**config.mk**
```make
export PLATFORM = sky130hd
export DESIGN_NAME = async_serial_port_core
export DESIGN_NICKNAME = d
export VERILOG_FILES = /design/src/design/async_serial_pkg.sv /design/src/design/baud_if.sv /design/src/design/async_serial_port_core.sv /design/src/design/baud_generator.sv
export SDC_FILE = /design/constraint.sdc
export NUM_CORES = 1
export LEC_CHECK = 0
export ABC_AREA = 1
export CORE_AREA = 3 3 127 129
export DETAILED_ROUTE_END_ITERATION = 12
export DIE_AREA = 0 0 130 132
export DONT_BUFFER_PORTS = 1
export MAX_ROUTING_LAYER = met4
export SKIP_LAST_GASP = 1
export SLEW_MARGIN = 0
export SYNTH_ARGS = -nofsm -noshare
export SYNTH_HDL_FRONTEND = slang
export SYNTH_SLANG_ARGS = --single-unit
```
**constraint.sdc**
```tcl
create_clock -name mclk -period 3.3 [get_ports mclk]
set_input_delay 0.165 -clock mclk [delete_from_list [all_inputs] [get_ports mclk]]
set_output_delay 0.165 -clock mclk [all_outputs]
set_load 0.05 [all_outputs]
```
**src/design/async_serial_pkg.sv**
```systemverilog
// =====================================================================
// Shared constants for the asynchronous serial port
// =====================================================================
package async_serial_pkg;
  // =====================================================================
  // Register offsets (byte addresses on the register port)
  // =====================================================================
  localparam logic [23:0] ADDR_BUF     = 24'h600300; // Rx read / Tx write
  localparam logic [23:0] ADDR_STATUS  = 24'h600301; // Flags, write 1 clears
  localparam logic [23:0] ADDR_CONTROL = 24'h600302; // Frame format
  localparam logic [23:0] ADDR_BAUDCON = 24'h600303; // Baud generator control
  localparam logic [23:0] ADDR_BAUDCNT = 24'h600304; // Baud counter
  localparam logic [23:0] ADDR_BAUDREL = 24'h600305; // Baud reload value
  localparam logic [23:0] ADDR_TEST    = 24'h600306; // Loopback test control

  // =====================================================================
  // Reset values
  // =====================================================================
  localparam logic [7:0] RST_BYTE = 8'h00; // Every register clears to zero

  // =====================================================================
  // Field positions
  // =====================================================================
  localparam int CTL_RX_EN   = 0; // receive_enable_bit
  localparam int CTL_STOP1   = 1; // tx_stop_count_select
  localparam int CTL_EVEN    = 2; // parity_sense_select
  localparam int CTL_PAR_EN  = 3; // parity_include_enable
  localparam int CTL_LEN7    = 4; // char_length_select
  localparam logic [7:0] CTL_MASK = 8'h1F; // Implemented control bits
  localparam int ST_FERR     = 0; // Framing error flag
  localparam int ST_OERR     = 1; // Overrun error flag
  localparam int ST_PERR     = 2; // Parity error flag
  localparam int ST_RXRDY    = 3; // Receive ready flag
  localparam int ST_TXRDY    = 4; // Transmit ready flag
  localparam int BC_RUN      = 2; // Counter run
  localparam int BC_OVF      = 3; // Overflow flag, write 1 clears
  localparam int BC_MODE     = 4; // 1: serves the serial port
  localparam int TS_LOOP     = 0; // Loop transmit line to receiver
  localparam int TS_FPERR    = 1; // Force parity error in loopback
  localparam int TS_FFERR    = 2; // Force framing error in loopback
  localparam logic [7:0] TS_MASK = 8'h07; // Implemented test bits

  // =====================================================================
  // Timing counts in baud ticks
  // =====================================================================
  localparam logic [3:0] OVS_LAST = 4'hF; // 16 ticks per bit
  localparam logic [3:0] OVS_MID  = 4'h7; // Middle of the start bit

  // Frame sequencer states, Gray along idle-start-data-parity-stop
  typedef enum logic [2:0] {
    FR_IDLE  = 3'h0,
    FR_START = 3'h1,
    FR_DATA  = 3'h3,
    FR_PAR   = 3'h2,
    FR_STOP  = 3'h6
  } frame_st_t;
endpackage : async_serial_pkg

```
**src/design/baud_if.sv**
```systemverilog
// =====================================================================
// Link between the core and its baud generator
// =====================================================================
interface baud_if;
  logic       cnt_we;  // Software write to the counter
  logic       rel_we;  // Software write to the reload value
  logic [7:0] wdata;   // Write data for either
  logic [1:0] clk_sel; // Prescale select, 2 to 16 system clocks
  logic       run;     // Counting enabled
  logic [7:0] cnt;     // Counter value for read back
  logic [7:0] rel;     // Reload value for read back
  logic       tick;    // One-cycle overflow pulse
  modport gen  (input cnt_we, rel_we, wdata, clk_sel, run, output cnt, rel, tick);
  modport core (output cnt_we, rel_we, wdata, clk_sel, run, input cnt, rel, tick);
endinterface : baud_if
```
**src/design/async_serial_port_core.sv**
```systemverilog
// =====================================================================
// Notes on behaviour
// - Start element before data, stop after
// - Length bit: 1 gives 7, 0 gives 8
// - Stop select: 1 gives one, 0 two
// - Parity enable adds and checks parity bit
// - Sense bit: 1 even, 0 odd parity
// - Receiver works only while enabled
// - Control register resets to zero
// - Buffer read gives receive, write transmit
// - Completion loads buffer, raises receive request
// - Receive buffer holds until next completion
// - Buffer moved to shifter raises transmit request
// - Detect parity, framing and overrun errors
// - Baud generator has its own request
// - Serial lines only when pin function selected
// - Flags cleared by writing one only
// - Overrun still overwrites the receive buffer
// - Stop sampled low flags framing error
// - Overflow reloads counter, counting continues
// =====================================================================
module async_serial_port_core
  import async_serial_pkg::*;
(
  input  wire logic        mclk,          // System clock
  input  wire logic        rst,           // Asynchronous reset
  input  wire logic [23:0] addr,          // Register address
  input  wire logic [7:0]  wdata,         // Write data
  input  wire logic        wr,            // Write strobe
  input  wire logic        rd,            // Read strobe
  output logic      [7:0]  rdata,         // Read data, cycle after rd
  input  wire logic        pin_func_sel,  // 1: pins carry the serial lines
  input  wire logic        gpio_out_bit,  // Port bit sharing the tx pin
  input  wire logic        serial_rx_pin, // Receive line
  output logic             serial_tx_pin, // Transmit line or port bit
  output logic             tx_ready_irq,  // Transmit ready request pulse
  output logic             rx_ready_irq,  // Receive ready request pulse
  output logic             baud_tick_irq  // Baud generator request pulse
);
  // =====================================================================
  // Register file
  // =====================================================================
  logic [7:0] ctrl_ff;    // serial_control
  logic [7:0] test_ff;    // loopback_test_control
  logic [4:0] bcon_ff;    // baud_control
  logic [4:0] st_ff;      // serial_status
  logic [7:0] rdata_ff;   // Registered read data
  logic [7:0] tx_buf_ff;  // Transmit buffer
  logic       tx_full_ff; // Transmit buffer holds a byte
  logic [7:0] rx_buf_ff;  // Receive buffer
  logic       unread_ff;  // Receive buffer not yet read

  baud_if bif ();

  baud_generator u_baud (
    .mclk (mclk),
    .rst  (rst),
    .bif  (bif)
  );

  // Address decode shared by all write paths
  function automatic logic hit(input logic [23:0] a, input logic [23:0] r);
    hit = (a == r);
  endfunction : hit

  // Parity bit over 7 or 8 data bits, even or odd sense
  function automatic logic par_bit(input logic [7:0] d, input logic len7,
                                   input logic even);
    logic x;
    x = ^d[6:0] ^ (d[7] & ~len7);
    par_bit = even ? x : ~x;
  endfunction : par_bit

  logic wr_st;   // Status write
  logic tick_en; // Baud tick that drives the serial port
  assign wr_st   = wr && hit(addr, ADDR_STATUS);
  assign tick_en = bif.tick && bcon_ff[BC_MODE];

  assign bif.cnt_we  = wr && hit(addr, ADDR_BAUDCNT);
  assign bif.rel_we  = wr && hit(addr, ADDR_BAUDREL);
  assign bif.wdata   = wdata;
  assign bif.clk_sel = bcon_ff[1:0];
  assign bif.run     = bcon_ff[BC_RUN];

  // Control and test registers; reserved bits are not stored
  always_ff @(posedge mclk or posedge rst) begin
    if (rst) begin
      ctrl_ff <= RST_BYTE;
      test_ff <= RST_BYTE;
    end else if (wr && hit(addr, ADDR_CONTROL)) begin
      ctrl_ff <= wdata & CTL_MASK;
    end else if (wr && hit(addr, ADDR_TEST)) begin
      test_ff <= wdata & TS_MASK;
    end
  end

  // Baud control; the overflow flag is set by hardware, set wins
  always_ff @(posedge mclk or posedge rst) begin
    if (rst) begin
      bcon_ff <= 5'h00;
    end else if (wr && hit(addr, ADDR_BAUDCON)) begin
      bcon_ff[2:0]     <= wdata[2:0];
      bcon_ff[BC_MODE] <= wdata[BC_MODE];
      bcon_ff[BC_OVF]  <= bif.tick | (bcon_ff[BC_OVF] & ~wdata[BC_OVF]);
    end else if (bif.tick) begin
      bcon_ff[BC_OVF] <= 1'b1;
    end
  end

  // =====================================================================
  // Transmitter
  // =====================================================================
  frame_st_t  tx_st_ff;   // Transmit sequencer
  logic [3:0] tx_os_ff;   // Ticks within the bit
  logic [7:0] tx_sh_ff;   // Transmit shift register
  logic [2:0] tx_bit_ff;  // Data bit index
  logic       tx_stop_ff; // Second stop bit pending
  logic       tx_line_ff; // Line level
  logic       tx_load;    // Buffer moves to shifter
  logic [2:0] last_bit;   // Index of the last data bit
  logic [7:0] tx_char_ff; // Character in flight, parity is taken over it

  assign tx_load  = (tx_st_ff == FR_IDLE) && tx_full_ff;
  assign last_bit = ctrl_ff[CTL_LEN7] ? 3'h6 : 3'h7;

  // Transmit buffer; a new write in the load cycle is kept
  always_ff @(posedge mclk or posedge rst) begin
    if (rst) begin
      tx_buf_ff  <= RST_BYTE;
      tx_full_ff <= 1'b0;
    end else if (wr && hit(addr, ADDR_BUF)) begin
      tx_buf_ff  <= wdata;
      tx_full_ff <= 1'b1;
    end else if (tx_load) begin
      tx_full_ff <= 1'b0;
    end
  end

  // Transmit framing, own state apart from the receiver
  always_ff @(posedge mclk or posedge rst) begin
    if (rst) begin
      tx_st_ff   <= FR_IDLE;
      tx_os_ff   <= 4'h0;
      tx_sh_ff   <= RST_BYTE;
      tx_bit_ff  <= 3'h0;
      tx_stop_ff <= 1'b0;
      tx_line_ff <= 1'b1;
    end else if (tx_load) begin
      tx_sh_ff   <= tx_buf_ff;
      tx_st_ff   <= FR_START;
      tx_os_ff   <= 4'h0;
      tx_bit_ff  <= 3'h0;
      tx_line_ff <= 1'b0;
    end else if (tick_en && tx_st_ff != FR_IDLE) begin
      tx_os_ff <= tx_os_ff + 4'h1;
      if (tx_os_ff == OVS_LAST) begin
        case (tx_st_ff)
          FR_START: begin
            tx_st_ff   <= FR_DATA;
            tx_line_ff <= tx_sh_ff[0];
          end
          FR_DATA: begin
            tx_bit_ff <= tx_bit_ff + 3'h1;
            tx_sh_ff  <= {1'b0, tx_sh_ff[7:1]};
            if (tx_bit_ff == last_bit) begin
              // Parity first if enabled, then stop elements
              tx_stop_ff <= ~ctrl_ff[CTL_STOP1];
              if (ctrl_ff[CTL_PAR_EN]) begin
                tx_st_ff   <= FR_PAR;
                tx_line_ff <= par_bit(tx_char_ff, ctrl_ff[CTL_LEN7],
                                      ctrl_ff[CTL_EVEN]);
              end else begin
                tx_st_ff   <= FR_STOP;
                tx_line_ff <= 1'b1;
              end
            end else begin
              tx_line_ff <= tx_sh_ff[1];
            end
          end
          FR_PAR: begin
            tx_st_ff   <= FR_STOP;
            tx_line_ff <= 1'b1;
          end
          FR_STOP: begin
            if (tx_stop_ff) begin
              tx_stop_ff <= 1'b0;
            end else begin
              tx_st_ff <= FR_IDLE;
            end
          end
          default: begin
            tx_st_ff   <= FR_IDLE;
            tx_line_ff <= 1'b1;
          end
        endcase
      end
    end
  end

  // Copy of the character in flight; the buffer may be rewritten meanwhile
  always_ff @(posedge mclk or posedge rst) begin
    if (rst) begin
      tx_char_ff <= RST_BYTE;
    end else if (tx_load) begin
      tx_char_ff <= tx_buf_ff;
    end
  end

  // =====================================================================
  // Receiver
  // =====================================================================
  frame_st_t  rx_st_ff;   // Receive sequencer
  logic [3:0] rx_os_ff;   // Ticks within the bit
  logic [7:0] rx_sh_ff;   // Receive shift register
  logic [2:0] rx_bit_ff;  // Data bit index
  logic       rx_pbit_ff; // Received parity bit
  logic       rx_done_ff; // Character complete pulse
  logic [7:0] rx_word_ff; // Completed character
  logic       rx_perr_ff; // Parity error of that character
  logic       rx_ferr_ff; // Framing error of that character
  logic       rx_in;      // Line seen by the receiver
  logic [7:0] rx_word;    // Shifter aligned for 7 or 8 bits
  logic       loop;       // Loopback active

  assign loop    = test_ff[TS_LOOP];
  assign rx_in   = loop ? tx_line_ff : (pin_func_sel ? serial_rx_pin : 1'b1);
  assign rx_word = ctrl_ff[CTL_LEN7] ? {1'b0, rx_sh_ff[7:1]} : rx_sh_ff;

  // Receive framing; disabling aborts a character in progress
  always_ff @(posedge mclk or posedge rst) begin
    if (rst) begin
      rx_st_ff   <= FR_IDLE;
      rx_os_ff   <= 4'h0;
      rx_sh_ff   <= RST_BYTE;
      rx_bit_ff  <= 3'h0;
      rx_pbit_ff <= 1'b0;
      rx_done_ff <= 1'b0;
      rx_word_ff <= RST_BYTE;
      rx_perr_ff <= 1'b0;
      rx_ferr_ff <= 1'b0;
    end else begin
      rx_done_ff <= 1'b0;
      if (!ctrl_ff[CTL_RX_EN]) begin
        rx_st_ff <= FR_IDLE;
      end else if (rx_st_ff == FR_IDLE) begin
        if (!rx_in) begin
          rx_st_ff  <= FR_START;
          rx_os_ff  <= 4'h0;
          rx_bit_ff <= 3'h0;
        end
      end else if (tick_en) begin
        rx_os_ff <= rx_os_ff + 4'h1;
        case (rx_st_ff)
          FR_START: begin
            // Recheck mid start bit so a glitch is not a character
            if (rx_os_ff == OVS_MID) begin
              rx_os_ff <= 4'h0;
              rx_st_ff <= rx_in ? FR_IDLE : FR_DATA;
            end
          end
          FR_DATA: begin
            if (rx_os_ff == OVS_LAST) begin
              rx_sh_ff  <= {rx_in, rx_sh_ff[7:1]};
              rx_bit_ff <= rx_bit_ff + 3'h1;
              if (rx_bit_ff == last_bit) begin
                rx_st_ff <= ctrl_ff[CTL_PAR_EN] ? FR_PAR : FR_STOP;
              end
            end
          end
          FR_PAR: begin
            if (rx_os_ff == OVS_LAST) begin
              rx_pbit_ff <= rx_in;
              rx_st_ff   <= FR_STOP;
            end
          end
          FR_STOP: begin
            if (rx_os_ff == OVS_LAST) begin
              rx_st_ff   <= FR_IDLE;
              rx_done_ff <= 1'b1;
              rx_word_ff <= rx_word;
              rx_perr_ff <= (ctrl_ff[CTL_PAR_EN] && rx_pbit_ff !=
                             par_bit(rx_word, ctrl_ff[CTL_LEN7], ctrl_ff[CTL_EVEN]))
                            || (loop && test_ff[TS_FPERR]);
              rx_ferr_ff <= !rx_in || (loop && test_ff[TS_FFERR]);
            end
          end
          default: begin
            rx_st_ff <= FR_IDLE;
          end
        endcase
      end
    end
  end

  // Receive buffer changes only on completion, even over unread data
  always_ff @(posedge mclk or posedge rst) begin
    if (rst) begin
      rx_buf_ff <= RST_BYTE;
    end else if (rx_done_ff) begin
      rx_buf_ff <= rx_word_ff;
    end
  end

  // Unread marker; a completion beats a read in the same cycle
  always_ff @(posedge mclk or posedge rst) begin
    if (rst) begin
      unread_ff <= 1'b0;
    end else if (rx_done_ff) begin
      unread_ff <= 1'b1;
    end else if (rd && hit(addr, ADDR_BUF)) begin
      unread_ff <= 1'b0;
    end
  end

  // =====================================================================
  // Status flags: hardware sets, software writes 1 to clear, set wins
  // =====================================================================
  logic [4:0] st_set; // Flags raised this cycle
  logic [4:0] st_clr; // Flags cleared by software
  always_comb begin
    st_set           = 5'h00;
    st_set[ST_TXRDY] = tx_load;
    st_set[ST_RXRDY] = rx_done_ff;
    st_set[ST_PERR]  = rx_done_ff && rx_perr_ff;
    st_set[ST_OERR]  = rx_done_ff && unread_ff;
    st_set[ST_FERR]  = rx_done_ff && rx_ferr_ff;
    st_clr           = wr_st ? wdata[4:0] : 5'h00;
  end

  always_ff @(posedge mclk or posedge rst) begin
    if (rst) begin
      st_ff <= 5'h00;
    end else begin
      st_ff <= (st_ff & ~st_clr) | st_set;
    end
  end

  // Request pulses, one system clock wide
  always_ff @(posedge mclk or posedge rst) begin
    if (rst) begin
      tx_ready_irq  <= 1'b0;
      rx_ready_irq  <= 1'b0;
      baud_tick_irq <= 1'b0;
    end else begin
      tx_ready_irq  <= tx_load;
      rx_ready_irq  <= rx_done_ff;
      baud_tick_irq <= bif.tick;
    end
  end

  // Read mux, answer in the next cycle; unmapped reads zero
  always_ff @(posedge mclk or posedge rst) begin
    if (rst) begin
      rdata_ff <= RST_BYTE;
    end else if (rd) begin
      case (addr)
        ADDR_BUF:     rdata_ff <= rx_buf_ff;
        ADDR_STATUS:  rdata_ff <= {3'h0, st_ff};
        ADDR_CONTROL: rdata_ff <= ctrl_ff;
        ADDR_BAUDCON: rdata_ff <= {3'h0, bcon_ff};
        ADDR_BAUDCNT: rdata_ff <= bif.cnt;
        ADDR_BAUDREL: rdata_ff <= bif.rel;
        ADDR_TEST:    rdata_ff <= test_ff;
        default:      rdata_ff <= RST_BYTE;
      endcase
    end else begin
      rdata_ff <= RST_BYTE;
    end
  end

  assign rdata         = rdata_ff;
  assign serial_tx_pin = pin_func_sel ? tx_line_ff : gpio_out_bit;

  // =====================================================================
  // Checks
  // =====================================================================
  property p_ctrl_reset;
    @(posedge mclk) disable iff (rst) $fell(rst) |-> ctrl_ff == RST_BYTE;
  endproperty
  a_ctrl_reset: assert property (p_ctrl_reset) else $error("control not clear");

  property p_tx_start;
    @(posedge mclk) disable iff (rst) tx_load |=> !tx_line_ff && st_ff[ST_TXRDY];
  endproperty
  a_tx_start: assert property (p_tx_start) else $error("no start or ready");

  property p_rx_load;
    @(posedge mclk) disable iff (rst)
      rx_done_ff |=> st_ff[ST_RXRDY] && rx_buf_ff == $past(rx_word_ff);
  endproperty
  a_rx_load: assert property (p_rx_load) else $error("receive not loaded");

  property p_rx_hold;
    @(posedge mclk) disable iff (rst) !rx_done_ff |=> $stable(rx_buf_ff);
  endproperty
  a_rx_hold: assert property (p_rx_hold) else $error("buffer changed");

  property p_overrun;
    @(posedge mclk) disable iff (rst) rx_done_ff && unread_ff |=> st_ff[ST_OERR];
  endproperty
  a_overrun: assert property (p_overrun) else $error("overrun missed");

  property p_framing;
    @(posedge mclk) disable iff (rst) rx_done_ff && rx_ferr_ff |=> st_ff[ST_FERR];
  endproperty
  a_framing: assert property (p_framing) else $error("framing missed");

  property p_rx_off;
    @(posedge mclk) disable iff (rst) !ctrl_ff[CTL_RX_EN] |=> rx_st_ff == FR_IDLE;
  endproperty
  a_rx_off: assert property (p_rx_off) else $error("receiver not idle");

  property p_w1c;
    @(posedge mclk) disable iff (rst)
      wr_st && wdata[ST_TXRDY] && !tx_load |=> !st_ff[ST_TXRDY];
  endproperty
  a_w1c: assert property (p_w1c) else $error("flag not cleared");

  property p_read_buf;
    @(posedge mclk) disable iff (rst)
      rd && addr == ADDR_BUF |=> rdata == $past(rx_buf_ff);
  endproperty
  a_read_buf: assert property (p_read_buf) else $error("bad buffer read");
endmodule : async_serial_port_core

```
**src/design/baud_generator.sv**
```systemverilog
// =====================================================================
// Baud generator: prescaled 8-bit auto-reload counter
// =====================================================================
module baud_generator
  import async_serial_pkg::*;
(
  input wire logic mclk,
  input wire logic rst,
  baud_if.gen      bif
);
  logic [3:0] pre_ff; // Prescaler count
  logic [7:0] cnt_ff; // Baud counter
  logic [7:0] rel_ff; // Reload value
  logic       tick_ff; // Overflow pulse

  // Last prescaler count for a divide by 2, 4, 8 or 16
  function automatic logic [3:0] pre_limit(input logic [1:0] sel);
    pre_limit = 4'(({1'b0, 4'h2} << sel) - 5'h01);
  endfunction : pre_limit

  logic pre_end; // Prescaler wraps this cycle
  assign pre_end = (pre_ff >= pre_limit(bif.clk_sel));

  // Prescaler only runs while counting, so a restart is phase clean
  always_ff @(posedge mclk or posedge rst) begin
    if (rst) begin
      pre_ff <= 4'h0;
    end else if (!bif.run || pre_end) begin
      pre_ff <= 4'h0;
    end else begin
      pre_ff <= pre_ff + 4'h1;
    end
  end

  // Reload value
  always_ff @(posedge mclk or posedge rst) begin
    if (rst) begin
      rel_ff <= RST_BYTE;
    end else if (bif.rel_we) begin
      rel_ff <= bif.wdata;
    end
  end

  // Counter; an overflow beats a software write in the same cycle
  always_ff @(posedge mclk or posedge rst) begin
    if (rst) begin
      cnt_ff  <= RST_BYTE;
      tick_ff <= 1'b0;
    end else if (bif.run && pre_end && cnt_ff == 8'hFF) begin
      cnt_ff  <= rel_ff;
      tick_ff <= 1'b1;
    end else begin
      tick_ff <= 1'b0;
      if (bif.cnt_we) begin
        cnt_ff <= bif.wdata;
      end else if (bif.run && pre_end) begin
        cnt_ff <= cnt_ff + 8'h01;
      end
    end
  end

  assign bif.cnt  = cnt_ff;
  assign bif.rel  = rel_ff;
  assign bif.tick = tick_ff;

  property p_reload;
    @(posedge mclk) disable iff (rst) tick_ff |-> cnt_ff == $past(rel_ff);
  endproperty
  a_reload: assert property (p_reload) else $error("reload missed");

  property p_no_tick_stopped;
    @(posedge mclk) disable iff (rst) !bif.run |=> !tick_ff;
  endproperty
  a_no_tick_stopped: assert property (p_no_tick_stopped) else $error("tick while stopped");
endmodule : baud_generator

```
==> impl_metrics.env <==
export IMPL_synthArstFlopShare=1.00
export IMPL_synth_cell_types=44
export IMPL_htreeDepth=4
export IMPL_post_cts_resized=0
export IMPL_multi_input_area_um2=3070
export IMPL_leakagePower_uw=0.00362
export IMPL_critical_path_max_fanout=10
export IMPL_path_delay_family="compound AO/OA/AOI/OAI gates"
export IMPL_globalplace_congestion=0.894
export IMPL_die_h_um=132
export IMPL_synth_ff_type="dfrtp_1"
export IMPL_cts_tree="built"
export IMPL_hold_worst_slack_ns=0.0209
export IMPL_seqCellArea_um2=3150
export IMPL_drc=0
export IMPL_drv_cap=0
export IMPL_drv_slew=0
export IMPL_timing_fmax_mhz=470
export IMPL_maxSlewHeadroom=0.478
export IMPL_die_x_um=130
export IMPL_num_vias=5388
export IMPL_synth_avg_cell_area_um2=8.01
export IMPL_drtIter0Drc=375
export IMPL_worstPathCellList="nor2_1 > ha_1 > a21oi_1 > o21ai_0 > nand2_1 > inv_1 > nand2_2 > clkinv_1 > a21oi_1 > o21ai_0 > nand2_1"
export IMPL_grt_overflow=0
export IMPL_hp_class="in -> reg"
export IMPL_hold_violations=0
export IMPL_core_area_um2=15100
export IMPL_syn_area_um2=6700
export IMPL_clockRootBuffer="clkbuf_16"
export IMPL_num_rows=45
export IMPL_syn2layout_area_growth_pct=11.5
export IMPL_first_pass_iters=6
export IMPL_synthCells=837
export IMPL_grt_pass1_vias=5135
export IMPL_p_clk_frac=0.524
export IMPL_ys_seq_area_frac=0.471
export IMPL_clock_latency_ns=0.42
export IMPL_die_area_um2=17200
export IMPL_clk_path_buf_depth=2
export IMPL_crit_type="reg -> reg"
export IMPL_via_per_inst=5.14
export IMPL_skew_ns=0.0109
export IMPL_sw_frac_of_total=0.213
export IMPL_crit_required_ns=3.66
export IMPL_cp_start_kind="register"
export IMPL_slowest_stage="dfrtp_1"
export IMPL_final_setup_tns_ns=0
export IMPL_clkSinkCount=126
export IMPL_fin_nets=898
export IMPL_p_sw_uw=728
export IMPL_crit_path_max_incr_delay_ns=0.41
export IMPL_end_kind="register"
export IMPL_portBuffers=0
export IMPL_worst_pin_slew_ns=0.781
export IMPL_pin_count=51
export IMPL_rsz0062_at_grt="false"
export IMPL_synth_edf_count=0
export IMPL_grt_pass1_wl_um=25700
export IMPL_cp_arrival_ns=2.49
export IMPL_fin_crit_sh=0.644
export IMPL_p_int_uw=2690
export IMPL_combinationalPowerShare=0.024
export IMPL_drive_gt1_frac=0.102
export IMPL_start_util=0.443
export IMPL_dp_cells=1010
export IMPL_layout_cells_non_filler=1048
export IMPL_grt_usage=0.193
export IMPL_grt_start_max_net_pins=101
export IMPL_total_power_uw=3420
export IMPL_antenna_found_initial=0
export IMPL_cts_setup_buffers=0
export IMPL_min_period_ns=2.13
export IMPL_setup_viol=0
export IMPL_n_antenna_cell=0
export IMPL_syn_num_nets=885
export IMPL_vdd_drop_max_uv=403
export IMPL_cts_buffers=17
export IMPL_yosys_warnings=0
export IMPL_ys_seq_elements=126
export IMPL_drt_total_wl_um=15300
export IMPL_path_clk_slew_ns=0.06
export IMPL_path_buf_inv=2
export IMPL_powerDensity_nw_per_um2=458
export IMPL_dpl_hpwl_um=10900
export IMPL_detail_route_wl_per_cell_um=14.6
export IMPL_antenna_left=0
export IMPL_status="completed"
export IMPL_n_fill_cell=1493
export IMPL_power_frac_seq=0.452
state kept, by name (all words and copies together), names as in the netlist, 4 cells and up:
register / count
u_baud.bif.cnt: 8
rx_os_ff: 4
rx_word_ff: 8
rx_sh_ff: 8
st_ff: 5
bcon_ff: 5
tx_char_ff: 8
u_baud.bif.rel: 8
tx_sh_ff: 8
tx_buf_ff: 8
tx_os_ff: 4
ctrl_ff: 5
u_baud.pre_ff: 4
rx_buf_ff: 8
rdata: 8
power by group through the flow:
stage          Combinational, uW  Clock [uW]  Sequential, uW
6_report                    81.9        1790            1550
5_1_grt                     93.1        1900            1550
2_1_floorplan               54.8           0            1570
4_1_cts                     85.7        1820            1550
3_3_place_gp                73.9           0            1570
3_5_place_dp                73.6           0            1570
worst paths after layout:
kind,endpoint,start,cells after the start,slack (ns)
worst max-delay path,u_baud.bif.cnt[0],bcon_ff[1],11,1.17
worst min-delay path,ctrl_ff[2],wr,2,0.02
worst max register to register,u_baud.bif.cnt[0],bcon_ff[1],11,1.17
worst min register to register,baud_tick_irq,u_baud.bif.tick,0,0.47
max in group asynchronous,rdata[4],rst,3,2.09
min in group asynchronous,rx_os_ff[0],rst,2,0.31
worst register-to-register path: stages (launching register included):
cell and delay (ns):
dfrtp_1 0.41, nor2_1 0.12, ha_1 0.24, a21oi_1 0.19, o21ai_0 0.11, nand2_1 0.18, inv_1 0.08, nand2_2 0.15
clkinv_1 0.24, a21oi_1 0.20, o21ai_0 0.10, nand2_1 0.06
per-layer routing:
layer  part of all wire  wire length, um  up-vias  track usage
li1                   -                -     2765            -
met1               0.47             7250     2500        0.259
met2               0.47             7260      102        0.296
met3              0.042              640       21       0.0389
met4              0.012              186        0       0.0618
met5                  0                0        -            -
cells by family after synthesis:
logic type | after synthesis | share of synthesized area
compound gates | 135 | 0.116
simple gates | 446 | 0.303
flops | 126 | 0.471
mux | 1 | 0.00168
xor+xnor | 16 | 0.0209
buf+inv | 104 | 0.0709
fa+ha+maj | 9 | 0.0168
cell usage in the layout (no fill, tap or decap), drive strengths merged, types with 3 or more instances in the layout:
cell type and n:
nand2 306, nand4 31, ha 9, a21oi 31, clkinv 7, nor2 58
dfrtp 125, xnor2 8, dlygate4sd3 9, o211ai 4, o21ai 84, a22oi 3
nor3 8, xor2 8, inv 82, nand3 39, buf 4, clkbuf 21
o221ai 6
cell usage after synthesis, types with 9 or more instances:
library cell / count / area, um^2
a21oi_1: 28 / 140
dfrtp_1: 125 / 3130
ha_1: 9 / 113
inv_1: 73 / 274
inv_2: 9 / 33.8
nand2_1: 295 / 1110
nand3_1: 34 / 170
nand4_1: 28 / 175
nor2_1: 48 / 180
o21ai_0: 44 / 220
o21ai_1: 33 / 165
timing repair:
item                                   4_1_cts  5_1_grt
setup endpoints to repair                    0        0
hold buffers                                 9        0
endpoints found under the hold margin       52        0
stage by stage:
step,utilization,area (um^2),setup WS (ns)
2_1_floorplan,-,6710,1.50
6_report,0.493,7470,1.17
3_3_place_gp,0.451,6830,1.27
3_5_place_dp,0.451,6830,1.18
5_1_grt,0.493,7470,0.969
4_1_cts,0.493,7470,1.16
cell type report:
class / instances / share of cell area
timing repair buffer: 13 / 0.0177
clock inverter: 8 / 0.0124
inverter: 85 / 0.0435
tap: 188 / 0.0315
sequential: 126 / 0.422
clock buffer: 21 / 0.0616
multi-input combinational: 607 / 0.411
Note: power is estimated with default switching activity, not from simulation.
